--- config.mk ---
export PLATFORM = sky130hd
export DESIGN_NAME = lpms_top
export DESIGN_NICKNAME = d
export VERILOG_FILES = /design/src/lpms_pkg.sv /design/src/lpms_sync_if.sv /design/src/lpms_sync.sv /design/src/lpms_top.sv
export SDC_FILE = /design/constraint.sdc
export NUM_CORES = 1
export LEC_CHECK = 0
export BUFFER_PORTS_ARGS = -buffer_cell sky130_fd_sc_hd__buf_2
export CELL_PAD_IN_SITES_DETAIL_PLACEMENT = 0
export CELL_PAD_IN_SITES_GLOBAL_PLACEMENT = 1
export CORE_MARGIN = 10
export CORE_UTILIZATION = 44
export DETAILED_ROUTE_END_ITERATION = 8
export PLACE_DENSITY_LB_ADDON = 0.1
export SKIP_CTS_REPAIR_TIMING = 1
export SYNTH_ARGS = -nofsm -noshare
export SYNTH_HDL_FRONTEND = slang
export SYNTH_SLANG_ARGS = --single-unit
export TNS_END_PERCENT = 100
--- constraint.sdc ---
create_clock -name i_clk -period 3.3 [get_ports i_clk]
set_input_delay 0 -clock i_clk [delete_from_list [all_inputs] [get_ports i_clk]]
set_output_delay 0 -clock i_clk [all_outputs]
set_load 0.02 [all_outputs]
--- src/lpms_pkg.sv ---
// package: constants and types for the low power mode sequencer
package lpms_pkg;
   // modes requested by the cpu
   typedef enum logic [2:0] {
      LPMS_RUN = 3'h0,
      LPMS_SLEEP = 3'h1,
      LPMS_LP_RUN = 3'h2,
      LPMS_LP_SLEEP = 3'h3,
      LPMS_STOP_CAL = 3'h4,
      LPMS_STOP = 3'h5,
      LPMS_STBY_CAL = 3'h6,
      LPMS_STBY = 3'h7
   } lpms_mode_e;

   // voltage ranges
   localparam logic [1:0] LPMS_RANGE1 = 2'h1;
   localparam logic [1:0] LPMS_RANGE2 = 2'h2;
   localparam logic [1:0] LPMS_RANGE3 = 2'h3;

   // frequency limits in khz
   localparam int LPMS_LP_RUN_MAX_KHZ = 131;
   localparam int LPMS_R1_MAX_KHZ = 32000;
   localparam int LPMS_R2_MAX_KHZ = 16000;
   localparam int LPMS_R3_MAX_KHZ = 4000;
   localparam int LPMS_R1_WS_KHZ = 16000;
   localparam int LPMS_R2_WS_KHZ = 8000;
   localparam int LPMS_R3_WS_KHZ = 2100;
   localparam int LPMS_KHZ_W = 16;

   // multispeed oscillator ranges allowed for low-power run
   localparam logic [2:0] LPMS_MSI_LP_MAX_RANGE = 3'h1;

   // timing
   localparam int LPMS_CLK_MHZ = 20;
   localparam int LPMS_STOP_WAKE_NS = 8000;
   localparam int LPMS_STBY_WAKE_NS = 60000;
   localparam int LPMS_STOP_WAKE_CYC = LPMS_STOP_WAKE_NS * LPMS_CLK_MHZ
      / 1000;
   localparam int LPMS_STBY_WAKE_CYC = LPMS_STBY_WAKE_NS * LPMS_CLK_MHZ
      / 1000;
   localparam int LPMS_CNT_W = 11;

   // wake source counts
   localparam int LPMS_EXT_LINES = 16;
   localparam int LPMS_WAKE_PINS = 3;

   // state after reset
   localparam logic [1:0] LPMS_RANGE_RST = 2'h2;
   // control word after reset: clocks and oscillators on, regulator normal
   localparam logic [16:0] LPMS_CTL_RST = 17'h1ff20;
endpackage

--- src/lpms_sync_if.sv ---
// interface: raw and synchronised wake inputs
`timescale 1ns/1ps
`default_nettype none
interface lpms_sync_if #(parameter int W = 8);
   logic [W-1:0] raw;
   logic [W-1:0] synced;
   modport src (output raw, input synced);
   modport dst (input raw, output synced);
endinterface
`default_nettype wire

--- src/lpms_sync.sv ---
// two flip-flop synchroniser bank for pin inputs
`timescale 1ns/1ps
`default_nettype none
module lpms_sync #(
   parameter int W = 8
) (
   // clock and reset
   input wire logic i_clk,
   input wire logic i_rst,
   // data
   lpms_sync_if.dst s
);
   logic [W-1:0] meta;
   logic [W-1:0] next_meta;
   logic [W-1:0] next_synced;

   initial begin
      if (W < 1) $error("lpms_sync: width must be positive");
   end

   always_comb begin
      next_meta = s.raw;
      next_synced = meta;
   end

   always_ff @(posedge i_clk) begin
      if (i_rst) begin
         meta <= '0;
         s.synced <= '0;
      end else begin
         meta <= next_meta;
         s.synced <= next_synced;
      end
   end
endmodule
`default_nettype wire

--- src/lpms_top.sv ---
// low power mode sequencer: mode entry, wakeup and clock controls
// ---------------------------------------------------------------
// Notes on behaviour
// - sleep halts cpu clock, wakes on any event
// - low-power run needs msi range 0/1, lp regulator
// - low-power sleep wake returns regulator to normal
// - stop+cal gates core clocks, keeps slow osc
// - stop+cal wakes in 8us on listed lines
// - stop without cal: clocks off except watchdog, limited wake
// - standby powers off regulator and core domain
// - standby+cal exits in 60us on listed sources
// - standby exits in 60us on reset pin, wake pin
// - calendar and watchdog keep own enables
// - ranges cap cpu at 32, 16, 4 mhz
// - flash wait state above range threshold
// ---------------------------------------------------------------
`timescale 1ns/1ps
`default_nettype none
module lpms_top
   import lpms_pkg::*;
#(
   parameter int STOP_WAKE_CYC = LPMS_STOP_WAKE_CYC,
   parameter int STBY_WAKE_CYC = LPMS_STBY_WAKE_CYC
) (
   // clock and reset
   input wire logic i_clk,
   input wire logic i_rst,
   // cpu side
   input wire logic [2:0] i_target_mode,
   input wire logic i_wait_instr,
   input wire logic i_irq_or_event,
   input wire logic [1:0] i_vrange,
   input wire logic [2:0] i_msi_range,
   input wire logic i_sysclk_is_msi,
   input wire logic [LPMS_KHZ_W-1:0] i_cpu_khz,
   // own enables of calendar and watchdog
   input wire logic i_cal_en,
   input wire logic i_wdg_en,
   // wake sources (from outside the clock domain)
   input wire logic [LPMS_EXT_LINES-1:0] i_external_event_line,
   input wire logic i_voltage_threshold_detector,
   input wire logic [1:0] i_comparator,
   input wire logic i_usb_wakeup,
   input wire logic [1:0] i_cal_alarm,
   input wire logic i_tamper,
   input wire logic i_timestamp,
   input wire logic i_periodic_wakeup,
   input wire logic i_external_reset_pin_n,
   input wire logic i_independent_watchdog_rst,
   input wire logic [LPMS_WAKE_PINS-1:0] i_standby_wake_pin,
   // clock and power controls
   output logic [2:0] o_mode,
   output logic o_cpu_clk_en,
   output logic o_core_clk_en,
   output logic o_pll_en,
   output logic o_fast_internal_osc_en,
   output logic o_fast_external_osc_en,
   output logic o_multispeed_internal_osc_en,
   output logic o_slow_osc_en,
   output logic o_cal_clk_en,
   output logic o_wdg_clk_en,
   output logic o_reg_lp,
   output logic o_reg_off,
   output logic o_core_pwr_on,
   output logic o_lp_run_ok,
   output logic o_range_ok,
   output logic o_flash_wait_state,
   output logic o_core_reset
);
   localparam int NW = LPMS_EXT_LINES + 15;

   typedef enum logic [2:0] {
      ST_RUN = 3'h0,
      ST_LOW = 3'h1,
      ST_WAKE = 3'h2
   } lpms_state_e;

   initial begin
      if (STOP_WAKE_CYC < 1 || STOP_WAKE_CYC >= (1 << LPMS_CNT_W))
         $error("lpms_top: stop wake count out of range");
      if (STBY_WAKE_CYC < 1 || STBY_WAKE_CYC >= (1 << LPMS_CNT_W))
         $error("lpms_top: standby wake count out of range");
   end

   // ------------------------------------------------------------
   // synchronise pin inputs
   // ------------------------------------------------------------
   lpms_sync_if #(.W(NW)) sif ();
   assign sif.raw = {i_external_event_line, i_voltage_threshold_detector,
      i_comparator, i_usb_wakeup, i_cal_alarm, i_tamper, i_timestamp,
      i_periodic_wakeup, ~i_external_reset_pin_n,
      i_independent_watchdog_rst, i_standby_wake_pin, i_irq_or_event};

   lpms_sync #(.W(NW)) u_sync (
      .i_clk(i_clk),
      .i_rst(i_rst),
      .s(sif.dst)
   );

   logic [LPMS_EXT_LINES-1:0] s_ext;
   logic s_pvd, s_usb, s_tamp, s_ts, s_per, s_rst_pin, s_wdg, s_irq;
   logic [1:0] s_cmp, s_alarm;
   logic [LPMS_WAKE_PINS-1:0] s_pin, pin_prev, next_pin_prev;
   assign {s_ext, s_pvd, s_cmp, s_usb, s_alarm, s_tamp, s_ts, s_per,
      s_rst_pin, s_wdg, s_pin, s_irq} = sif.synced;

   // ------------------------------------------------------------
   // wake decode per mode
   // ------------------------------------------------------------
   logic stop_cal_wake, stop_wake, stby_cal_wake, stby_wake, pin_rise;
   always_comb begin
      pin_rise = |(s_pin & ~pin_prev);
      stop_wake = |s_ext | s_pvd | |s_cmp | s_usb;
      stop_cal_wake = stop_wake | |s_alarm | s_tamp | s_ts | s_per;
      stby_wake = s_rst_pin | pin_rise;
      stby_cal_wake = stby_wake | s_wdg | |s_alarm | s_tamp | s_ts
         | s_per;
   end

   // ------------------------------------------------------------
   // mode sequencer
   // ------------------------------------------------------------
   lpms_state_e state, next_state;
   lpms_mode_e mode, next_mode, lp_mode, next_lp_mode;
   logic [LPMS_CNT_W-1:0] cnt, next_cnt;
   logic lp_run_ok, next_lp_run_ok;

   always_comb begin
      next_lp_run_ok = i_sysclk_is_msi
         && i_msi_range <= LPMS_MSI_LP_MAX_RANGE
         && i_cpu_khz <= LPMS_KHZ_W'(LPMS_LP_RUN_MAX_KHZ);
   end

   always_comb begin
      next_state = state;
      next_mode = mode;
      next_lp_mode = lp_mode;
      next_cnt = cnt;
      next_pin_prev = s_pin;
      unique case (state)
         ST_RUN: begin
            if (i_target_mode == LPMS_LP_RUN && lp_run_ok)
               next_mode = LPMS_LP_RUN;
            else if (i_target_mode == LPMS_RUN || !lp_run_ok)
               next_mode = LPMS_RUN;
            if (i_wait_instr && i_target_mode != LPMS_RUN
                  && i_target_mode != LPMS_LP_RUN) begin
               next_lp_mode = lpms_mode_e'(i_target_mode);
               if (i_target_mode == LPMS_LP_SLEEP && !lp_run_ok)
                  next_lp_mode = LPMS_SLEEP;
               next_mode = next_lp_mode;
               next_state = ST_LOW;
            end
         end
         ST_LOW: begin
            unique case (lp_mode)
               LPMS_SLEEP, LPMS_LP_SLEEP: begin
                  if (s_irq) begin
                     next_mode = LPMS_RUN;
                     next_state = ST_RUN;
                  end
               end
               LPMS_STOP_CAL, LPMS_STOP: begin
                  if (lp_mode == LPMS_STOP_CAL ? stop_cal_wake
                        : stop_wake) begin
                     next_cnt = LPMS_CNT_W'(STOP_WAKE_CYC);
                     next_state = ST_WAKE;
                  end
               end
               default: begin
                  if (lp_mode == LPMS_STBY_CAL ? stby_cal_wake
                        : stby_wake) begin
                     next_cnt = LPMS_CNT_W'(STBY_WAKE_CYC);
                     next_state = ST_WAKE;
                  end
               end
            endcase
         end
         ST_WAKE: begin
            next_cnt = cnt - 1'b1;
            if (cnt <= LPMS_CNT_W'(1)) begin
               next_mode = LPMS_RUN;
               next_state = ST_RUN;
            end
         end
         default: next_state = ST_RUN;
      endcase
   end

   always_ff @(posedge i_clk) begin
      if (i_rst) begin
         state <= ST_RUN;
         mode <= LPMS_RUN;
         lp_mode <= LPMS_SLEEP;
         cnt <= '0;
         lp_run_ok <= 1'b0;
         pin_prev <= '0;
      end else begin
         state <= next_state;
         mode <= next_mode;
         lp_mode <= next_lp_mode;
         cnt <= next_cnt;
         lp_run_ok <= next_lp_run_ok;
         pin_prev <= next_pin_prev;
      end
   end

   // ------------------------------------------------------------
   // clock, oscillator and regulator controls
   // ------------------------------------------------------------
   logic [16:0] next_ctl;
   logic stop_any, stby_any, slow_keep, lp_reg, rng_ok, fws;
   always_comb begin
      stop_any = mode == LPMS_STOP_CAL || mode == LPMS_STOP;
      stby_any = mode == LPMS_STBY_CAL || mode == LPMS_STBY;
      slow_keep = mode != LPMS_STOP;
      lp_reg = mode == LPMS_LP_RUN || mode == LPMS_LP_SLEEP || stop_any;
      unique case (i_vrange)
         LPMS_RANGE1: rng_ok = i_cpu_khz <= LPMS_KHZ_W'(LPMS_R1_MAX_KHZ);
         LPMS_RANGE2: rng_ok = i_cpu_khz <= LPMS_KHZ_W'(LPMS_R2_MAX_KHZ);
         LPMS_RANGE3: rng_ok = i_sysclk_is_msi
            && i_cpu_khz <= LPMS_KHZ_W'(LPMS_R3_MAX_KHZ);
         default: rng_ok = 1'b0;
      endcase
      unique case (i_vrange)
         LPMS_RANGE1: fws = i_cpu_khz > LPMS_KHZ_W'(LPMS_R1_WS_KHZ);
         LPMS_RANGE2: fws = i_cpu_khz > LPMS_KHZ_W'(LPMS_R2_WS_KHZ);
         LPMS_RANGE3: fws = i_cpu_khz > LPMS_KHZ_W'(LPMS_R3_WS_KHZ);
         default: fws = 1'b1;
      endcase
      next_ctl = {
         mode == LPMS_RUN || mode == LPMS_LP_RUN,
         !(stop_any || stby_any),
         !(stop_any || stby_any) && mode != LPMS_LP_RUN
            && mode != LPMS_LP_SLEEP,
         !(stop_any || stby_any),
         !(stop_any || stby_any) && mode != LPMS_LP_RUN
            && mode != LPMS_LP_SLEEP,
         !(stop_any || stby_any),
         slow_keep,
         i_cal_en && slow_keep,
         i_wdg_en,
         lp_reg,
         stby_any,
         !stby_any,
         lp_run_ok,
         rng_ok,
         fws,
         stby_any || (state == ST_WAKE && (lp_mode == LPMS_STBY
            || lp_mode == LPMS_STBY_CAL)),
         1'b0
      };
   end

   logic [16:0] ctl;
   always_ff @(posedge i_clk) begin
      if (i_rst) begin
         ctl <= LPMS_CTL_RST;
         o_mode <= 3'h0;
      end else begin
         ctl <= next_ctl;
         o_mode <= mode;
      end
   end

   assign {o_cpu_clk_en, o_core_clk_en, o_pll_en, o_fast_internal_osc_en,
      o_fast_external_osc_en, o_multispeed_internal_osc_en, o_slow_osc_en,
      o_cal_clk_en, o_wdg_clk_en, o_reg_lp, o_reg_off, o_core_pwr_on,
      o_lp_run_ok, o_range_ok, o_flash_wait_state, o_core_reset} =
      ctl[16:1];
endmodule
`default_nettype wire
Word level (Yosys, flattened, before mapping)
Cells that the tools add are included.
{"block": "totals", "reg_bits": 105, "inputBits": 61, "out_inout_bits": 19}
{"block": "op_classes", "n_addsub": 1, "n_lt_le_gt_ge": 9, "n_eq_ne": 33, "n_mux": 21, "n_bitwise": 16, "n_reduce_logical": 39}
{"operator": "$pmux W11 S2", "n": 2}
{"operator": "$mux W3", "n": 10}
{"operator": "$eq A3 B3 Y1 const B", "n": 8}
{"operator": "$mux W11", "n": 2}
{"operator": "$eq A3 B2 Y1 const B", "n": 6}
{"operator": "$pmux W3 S3", "n": 2}
{"operator": "$gt A16 B12 Y1 const B", "n": 1}
{"operator": "$gt A16 B13 Y1 const B", "n": 1}
{"operator": "$gt A16 B14 Y1 const B", "n": 1}
{"operator": "$le A16 B12 Y1 const B", "n": 1}
{"operator": "$le A16 B14 Y1 const B", "n": 1}
{"operator": "$le A16 B15 Y1 const B", "n": 1}
{"operator": "$le A16 B8 Y1 const B", "n": 1}
{"operator": "$reduce_or A16 Y1", "n": 1}
{"operator": "$or A1 B1 Y1", "n": 13}
{"operator": "$ne A3 B2 Y1 const B", "n": 4}
{"operator": "$le A11 B1 Y1 const B", "n": 1}
{"operator": "$logic_and A1 B1 Y1", "n": 11}
{"operator": "$sub A11 B1 Y11 const B", "n": 1}
{"operator": "$reduce_and A5 Y1", "n": 2}
{"operator": "$logic_not A3 Y1", "n": 3}
{"operator": "$logic_or A1 B1 Y1", "n": 9}
{"operator": "$ne A3 B3 Y1 const B", "n": 3}
{"operator": "$ne A2 B2 Y1 const B", "n": 4}
{"operator": "other kinds (19)", "n": 30}

Logic depth before layout (Yosys ltp)
{"block": "depth", "depth_word": 13, "depth_mapped": 8, "ltp_nobuf": 8}

Cells and area by module
A second synthesis with hierarchy kept.
{"block": "hier_totals", "hier_cells": 378, "area_unflattened_um2": 3736.1}
{"mod": "lpms_top", "n_inst": 1, "cells_per_inst": 248, "area_per_inst_um2": 2077.0, "seq_area_each_um2": 780.7}
{"mod": "lpms_sync", "n_inst": 1, "cells_per_inst": 130, "area_per_inst_um2": 1659.1, "seq_area_each_um2": 1241.2}

Worst setup path after synthesis
Ideal clock, no wire load.
{"block": "synth_timing", "path_kind": "reg2reg", "from": "reg state[1]", "to": "reg cnt[0]", "setup_ps": 87, "arrival_ps": 1762, "required_time_ps": 3213, "slack_ps": 1451, "path_stages_with_launch": 9, "path_buffers": 0, "path_cell_list": "dfxtp_1 inv_1 ha_1 nor4b_1 nand4_1 nor3_1 a31oi_2 or3_1 o31ai_1"}
{"block": "synth_via", "elab_chain_cells": 3, "word_cells_on_any_way": 8}
{"item": "start, declared", "line_no": "lpms_top.sv:123", "rtl": "lpms_state_e state, next_state;"}
{"item": "start signal, assigned", "line_no": "lpms_top.sv:199", "rtl": "state <= next_state;"}
{"item": "$eq A3 B1 Y1 / $eq A3 B2 Y1 (equally long branches)", "line_no": "lpms_top.sv:140", "rtl": "unique case (state)"}
{"item": "$ne A3 B3 Y1 (no line) (tied with other cells)"}
{"item": "$reduce_and A4 Y1 (no line)"}
{"item": "end signal, assigned", "line_no": "lpms_top.sv:202", "rtl": "cnt <= next_cnt;"}
{"item": "end, declared", "line_no": "lpms_top.sv:125", "rtl": "logic [LPMS_CNT_W-1:0] cnt, next_cnt;"}
Parallel ways exist; a longest one is shown, timed or not.
A chain may end at the register's enable or synchronous reset.

Worst setup path in the final report
Ends and elaborated chain as after synthesis.

==> impl.org <==
** Placed design
- Placement Cell Area :: 4140 um^2
- The wire-length estimate of the detail-placed layout is 5.30 mm.
- Input and output buffers added on the ports amount to 78.
- Routability-driven placement finished with a final weighted congestion of 0.770.
- OpenSTA, run right after detailed placement, puts the worst setup slack at 1.06 ns.
- Post-placement cell count :: 546

** Routing
- The pre-antenna-repair detailed-routing pass consisted of 4 iterations.
- Number of remaining DRC errors :: 0
- Remaining number of nets flagged by the antenna check after routing :: 0
- DR vias :: 2860
- After detailed routing, the total wire length is 7.57 mm.
- Dividing the detail-routed wire length by the instance count gives 12.5 um.
- For this block, the initial DRC count from the detailed router was 77.
- Vias per cell :: 4.74

** Global route
- The number of global-route vias before repair came to 2687.
- GR Util All Layers :: 0.114
- Routing usage on met3 :: 0.0427
- Global-route layer with the greatest usage :: met2
- For met1 alone, demand over resource in global routing was 0.132.
- Wire length of the first global-routing pass :: 12.0 mm
- The initial antenna violation count is 0.
- Maximum number of pins on one net before global-route repair :: 48
- Total grt overflow :: 0
- Met2 global-route usage :: 0.189

** Outcome
- Run status :: complete, no violations

** STA
- Post-Route Skew :: 0.00713 ns
- Least-Margin Pin Slew :: 0.795 ns
- Finish-stage setup viols :: 0
- In the finished design, the share of the clock period the worst path needs comes to 0.684.
- Setup repair after global routing left no endpoint under its margin.
- The number of slew-limit violations in the final report was 0.
- In this run the tightest slew margin relative to its limit is 0.470.
- Once routing completed, OpenROAD measured the worst setup slack at 1.04 ns.
- Timing would allow up to 443 MHz.
- Shortest clock period the worst path allows after layout :: 2.26 ns
- Number of hold violations in the final report :: 0
- Adding up every negative setup slack in the final design gives 0 ns.

** Synth
- Top cell types by occurrence after synthesis :: sky130_fd_sc_hd__dfxtp_1 (101), sky130_fd_sc_hd__nor2b_1 (69), sky130_fd_sc_hd__nor2_1 (25)
- The share of synthesized area in the top cell type comes to 0.551.
- Yosys instantiated no cell more often than sky130_fd_sc_hd__dfxtp_1.
- Largest family of logic cells by synthesized area :: simple AND/OR/NAND/NOR gates
- Synthesis inferred 101 register bits.
- In the synthesized netlist the async set-or-reset flop fraction comes to 0.
- Yosys printed 0 warnings.
- Share of synthesized cell area in and, or, nand and nor gates :: 0.260
- Share of the synthesized netlist area taken by xor and xnor gates :: 0
- The area fraction in compound gates after synthesis came to 0.115.
- Adder and majority gate portion of the synthesized area :: 0.0307
- Number of distinct standard cells referenced by the synthesized netlist :: 50
- The cell area that synthesis handed to floorplanning was 3670 um^2.
- After synthesis, the share of cell area in mux cells is 0.00819.
- Fraction of the yosys area taken by sequential cells :: 0.551
- After technology mapping, the gate count stands at 375.
- Cell accounting for the most synthesized area :: sky130_fd_sc_hd__dfxtp_1
- Main flop type after synthesis :: sky130_fd_sc_hd__dfxtp_1
- A synthesized cell averages 9.78 um^2.
- When the netlist entered floorplanning its net count stood at 445.
- In this run, synthesis inferred 0 flip-flops with an integrated enable.
- Sorting the synthesized cells by area gives the leading types as sky130_fd_sc_hd__dfxtp_1 (55%), sky130_fd_sc_hd__nor2b_1 (12%), sky130_fd_sc_hd__ha_1 (3.1%), sky130_fd_sc_hd__nor2_1 (2.6%), sky130_fd_sc_hd__a21oi_1 (2.5%).

** Floorplan
- The die covers 12400 um^2.
- Measured along the x axis, the die boundary spans 111 um.
- The initial utilization of the core area, before any placement, comes to 0.449.
- 80 I/O pins were placed.
- The total area inside the core boundary comes to 8180 um^2.
- The initialized floorplan defines 33 standard-cell rows.
- From bottom edge to top edge, the die measures 111 um.

** Power and ir drop
- Summed over all cells, the static leakage comes to 2.00 nW.
- Sequential share of power :: 0.531
- Of the total power, the share spent switching nets is 0.260.
- Power dissipated by switching net loads :: 0.000640 W
- Power Density :: 515 nW/um^2
- Of the total power, the clock network draws 0.329.
- Proportion of power drawn by combinational gates :: 0.140
- Internal power comes to 0.00182 W.
- The worst-case IR drop observed on VDD is 0.302 mV.

** Critical path
- Required time of the worst setup path :: 3.57 ns
- Crit-path max FO :: 9
- FF-to-FF Start :: state[1]
- The setup path with the least slack is of type reg2reg.
- The worst setup path is launched from a flip-flop.
- STA puts the critical path data arrival time at 2.53 ns.
- Endpoint type of the worst setup path :: flip-flop
- The most critical setup path has its startpoint at state[1].

** CTS
- The root buffer cell chosen for the clock tree is sky130_fd_sc_hd__clkbuf_8.
- Clock tree synthesis inserted a total of 9 buffers.
- At the later pin of the worst-skew pair, clock insertion delay measures 0.36 ns.
- CTS tree :: built
- The clock drives 101 sinks.
- Counting along the longest clock path gives a buffer depth of 2.
- After clock tree synthesis, the clock-pin slew on the worst setup and hold paths is 0.10 ns.
- CTS H-tree lvls :: 3

** Final layout
- In the final layout, the share of cells above drive strength 1 is 0.224.
- Layout Utilization :: 0.585
- # nets final :: 564
- Final cell count without fillers :: 604
- Final std cell area, no fill :: 4780 um^2
- 0 antenna diodes ended up in the layout.
- Area overhead of the layout relative to synthesis :: 30.4%

** Hold path
- The worst hold path belongs to the class in2reg.
- The worst hold path begins at i_cpu_khz[15].

** Flow run
- Max-Cap Viols :: 0
stage by stage:
stage                     power (W)  hold slack (ns)
after floorplan             0.00154           0.0724
after global placement      0.00164            0.162
after detailed placement    0.00164            0.165
after CTS                   0.00246           -0.232
after global routing        0.00260          0.00993
final                       0.00246          0.00648
placed cells by master (no fill, tap or decap), types with 6 or more instances in the layout:
master and n:
sky130_fd_sc_hd__a21oi_1 18, sky130_fd_sc_hd__dlygate4sd3_1 42, sky130_fd_sc_hd__inv_1 16, sky130_fd_sc_hd__a31oi_1 6, sky130_fd_sc_hd__clkbuf_8 9, sky130_fd_sc_hd__dfxtp_1 101
sky130_fd_sc_hd__nor2b_1 69, sky130_fd_sc_hd__o21ai_0 12, sky130_fd_sc_hd__nand3_1 9, sky130_fd_sc_hd__nor3_1 8, sky130_fd_sc_hd__buf_2 78, sky130_fd_sc_hd__ha_1 9
sky130_fd_sc_hd__nor4_1 7, sky130_fd_sc_hd__nand2_1 20, sky130_fd_sc_hd__nor2_1 25, sky130_fd_sc_hd__nand2b_1 7
sequential cells by signal, indices dropped and copies added, names as in the netlist:
register / count
mode: 3
lp_run_ok: 1
ctl: 13
u_sync.s.synced: 31
o_mode: 3
pin_prev: 3
u_sync.meta: 31
lp_mode: 3
cnt: 11
state: 2
critical path, cell delays in order (launching register included):
cell,delay [ns]
sky130_fd_sc_hd__dfxtp_1,0.36
sky130_fd_sc_hd__inv_1,0.09
sky130_fd_sc_hd__ha_1,0.25
sky130_fd_sc_hd__nor4b_1,0.26
sky130_fd_sc_hd__nand4_1,0.14
sky130_fd_sc_hd__nor3_1,0.44
sky130_fd_sc_hd__a31oi_2,0.21
sky130_fd_sc_hd__or3_1,0.37
sky130_fd_sc_hd__o31ai_1,0.07
kinds of logic (layout without fill, tap and decap cells):
group | Yosys count | after routing
adders and majority gates | 9 | 9
AOI/OAI and AO/OA | 63 | 63
muxes | 3 | 3
buffers and inverters | 31 | 155
and+or+nand+nor | 168 | 168
DFF | 101 | 101
power by group through the flow:
stage	Combinational [W]	Sequential, W	Clock, W
floorplan	0.000202	0.00134	0
global route	0.000389	0.00132	0.000891
detailed placement	0.000308	0.00134	0
CTS	0.000310	0.00131	0.000842
global placement	0.000307	0.00133	0
finish	0.000346	0.00131	0.000811
cell type report:
class,instances,area (um^2)
Multi-Input combinational cell,243,1520
Clock inverter,7,93.8
Clock buffer,9,124
Timing Repair Buffer,123,833
Inverter,16,60.1
Tap cell,105,131
Fill cell,717,3390
Sequential cell,101,2020
metal layers:
| metal | up-vias | share of wire |
|---|---|---|
| li1 | 1512 | - |
| met1 | 1284 | 0.44 |
| met2 | 56 | 0.49 |
| met3 | 8 | 0.053 |
| met4 | 0 | 0.0096 |
| met5 | - | 0 |
path summary, 6_finish.rpt:
check	slack, ns	end	cells past startpoint
worst min register to register	0.44	u_sync.s.synced[23]	1
worst max-delay path	1.04	cnt[0]	8
worst min-delay path	0.006	ctl[3]	4
worst max register to register	1.04	cnt[0]	8
Power figures use the tool's default switching activity.
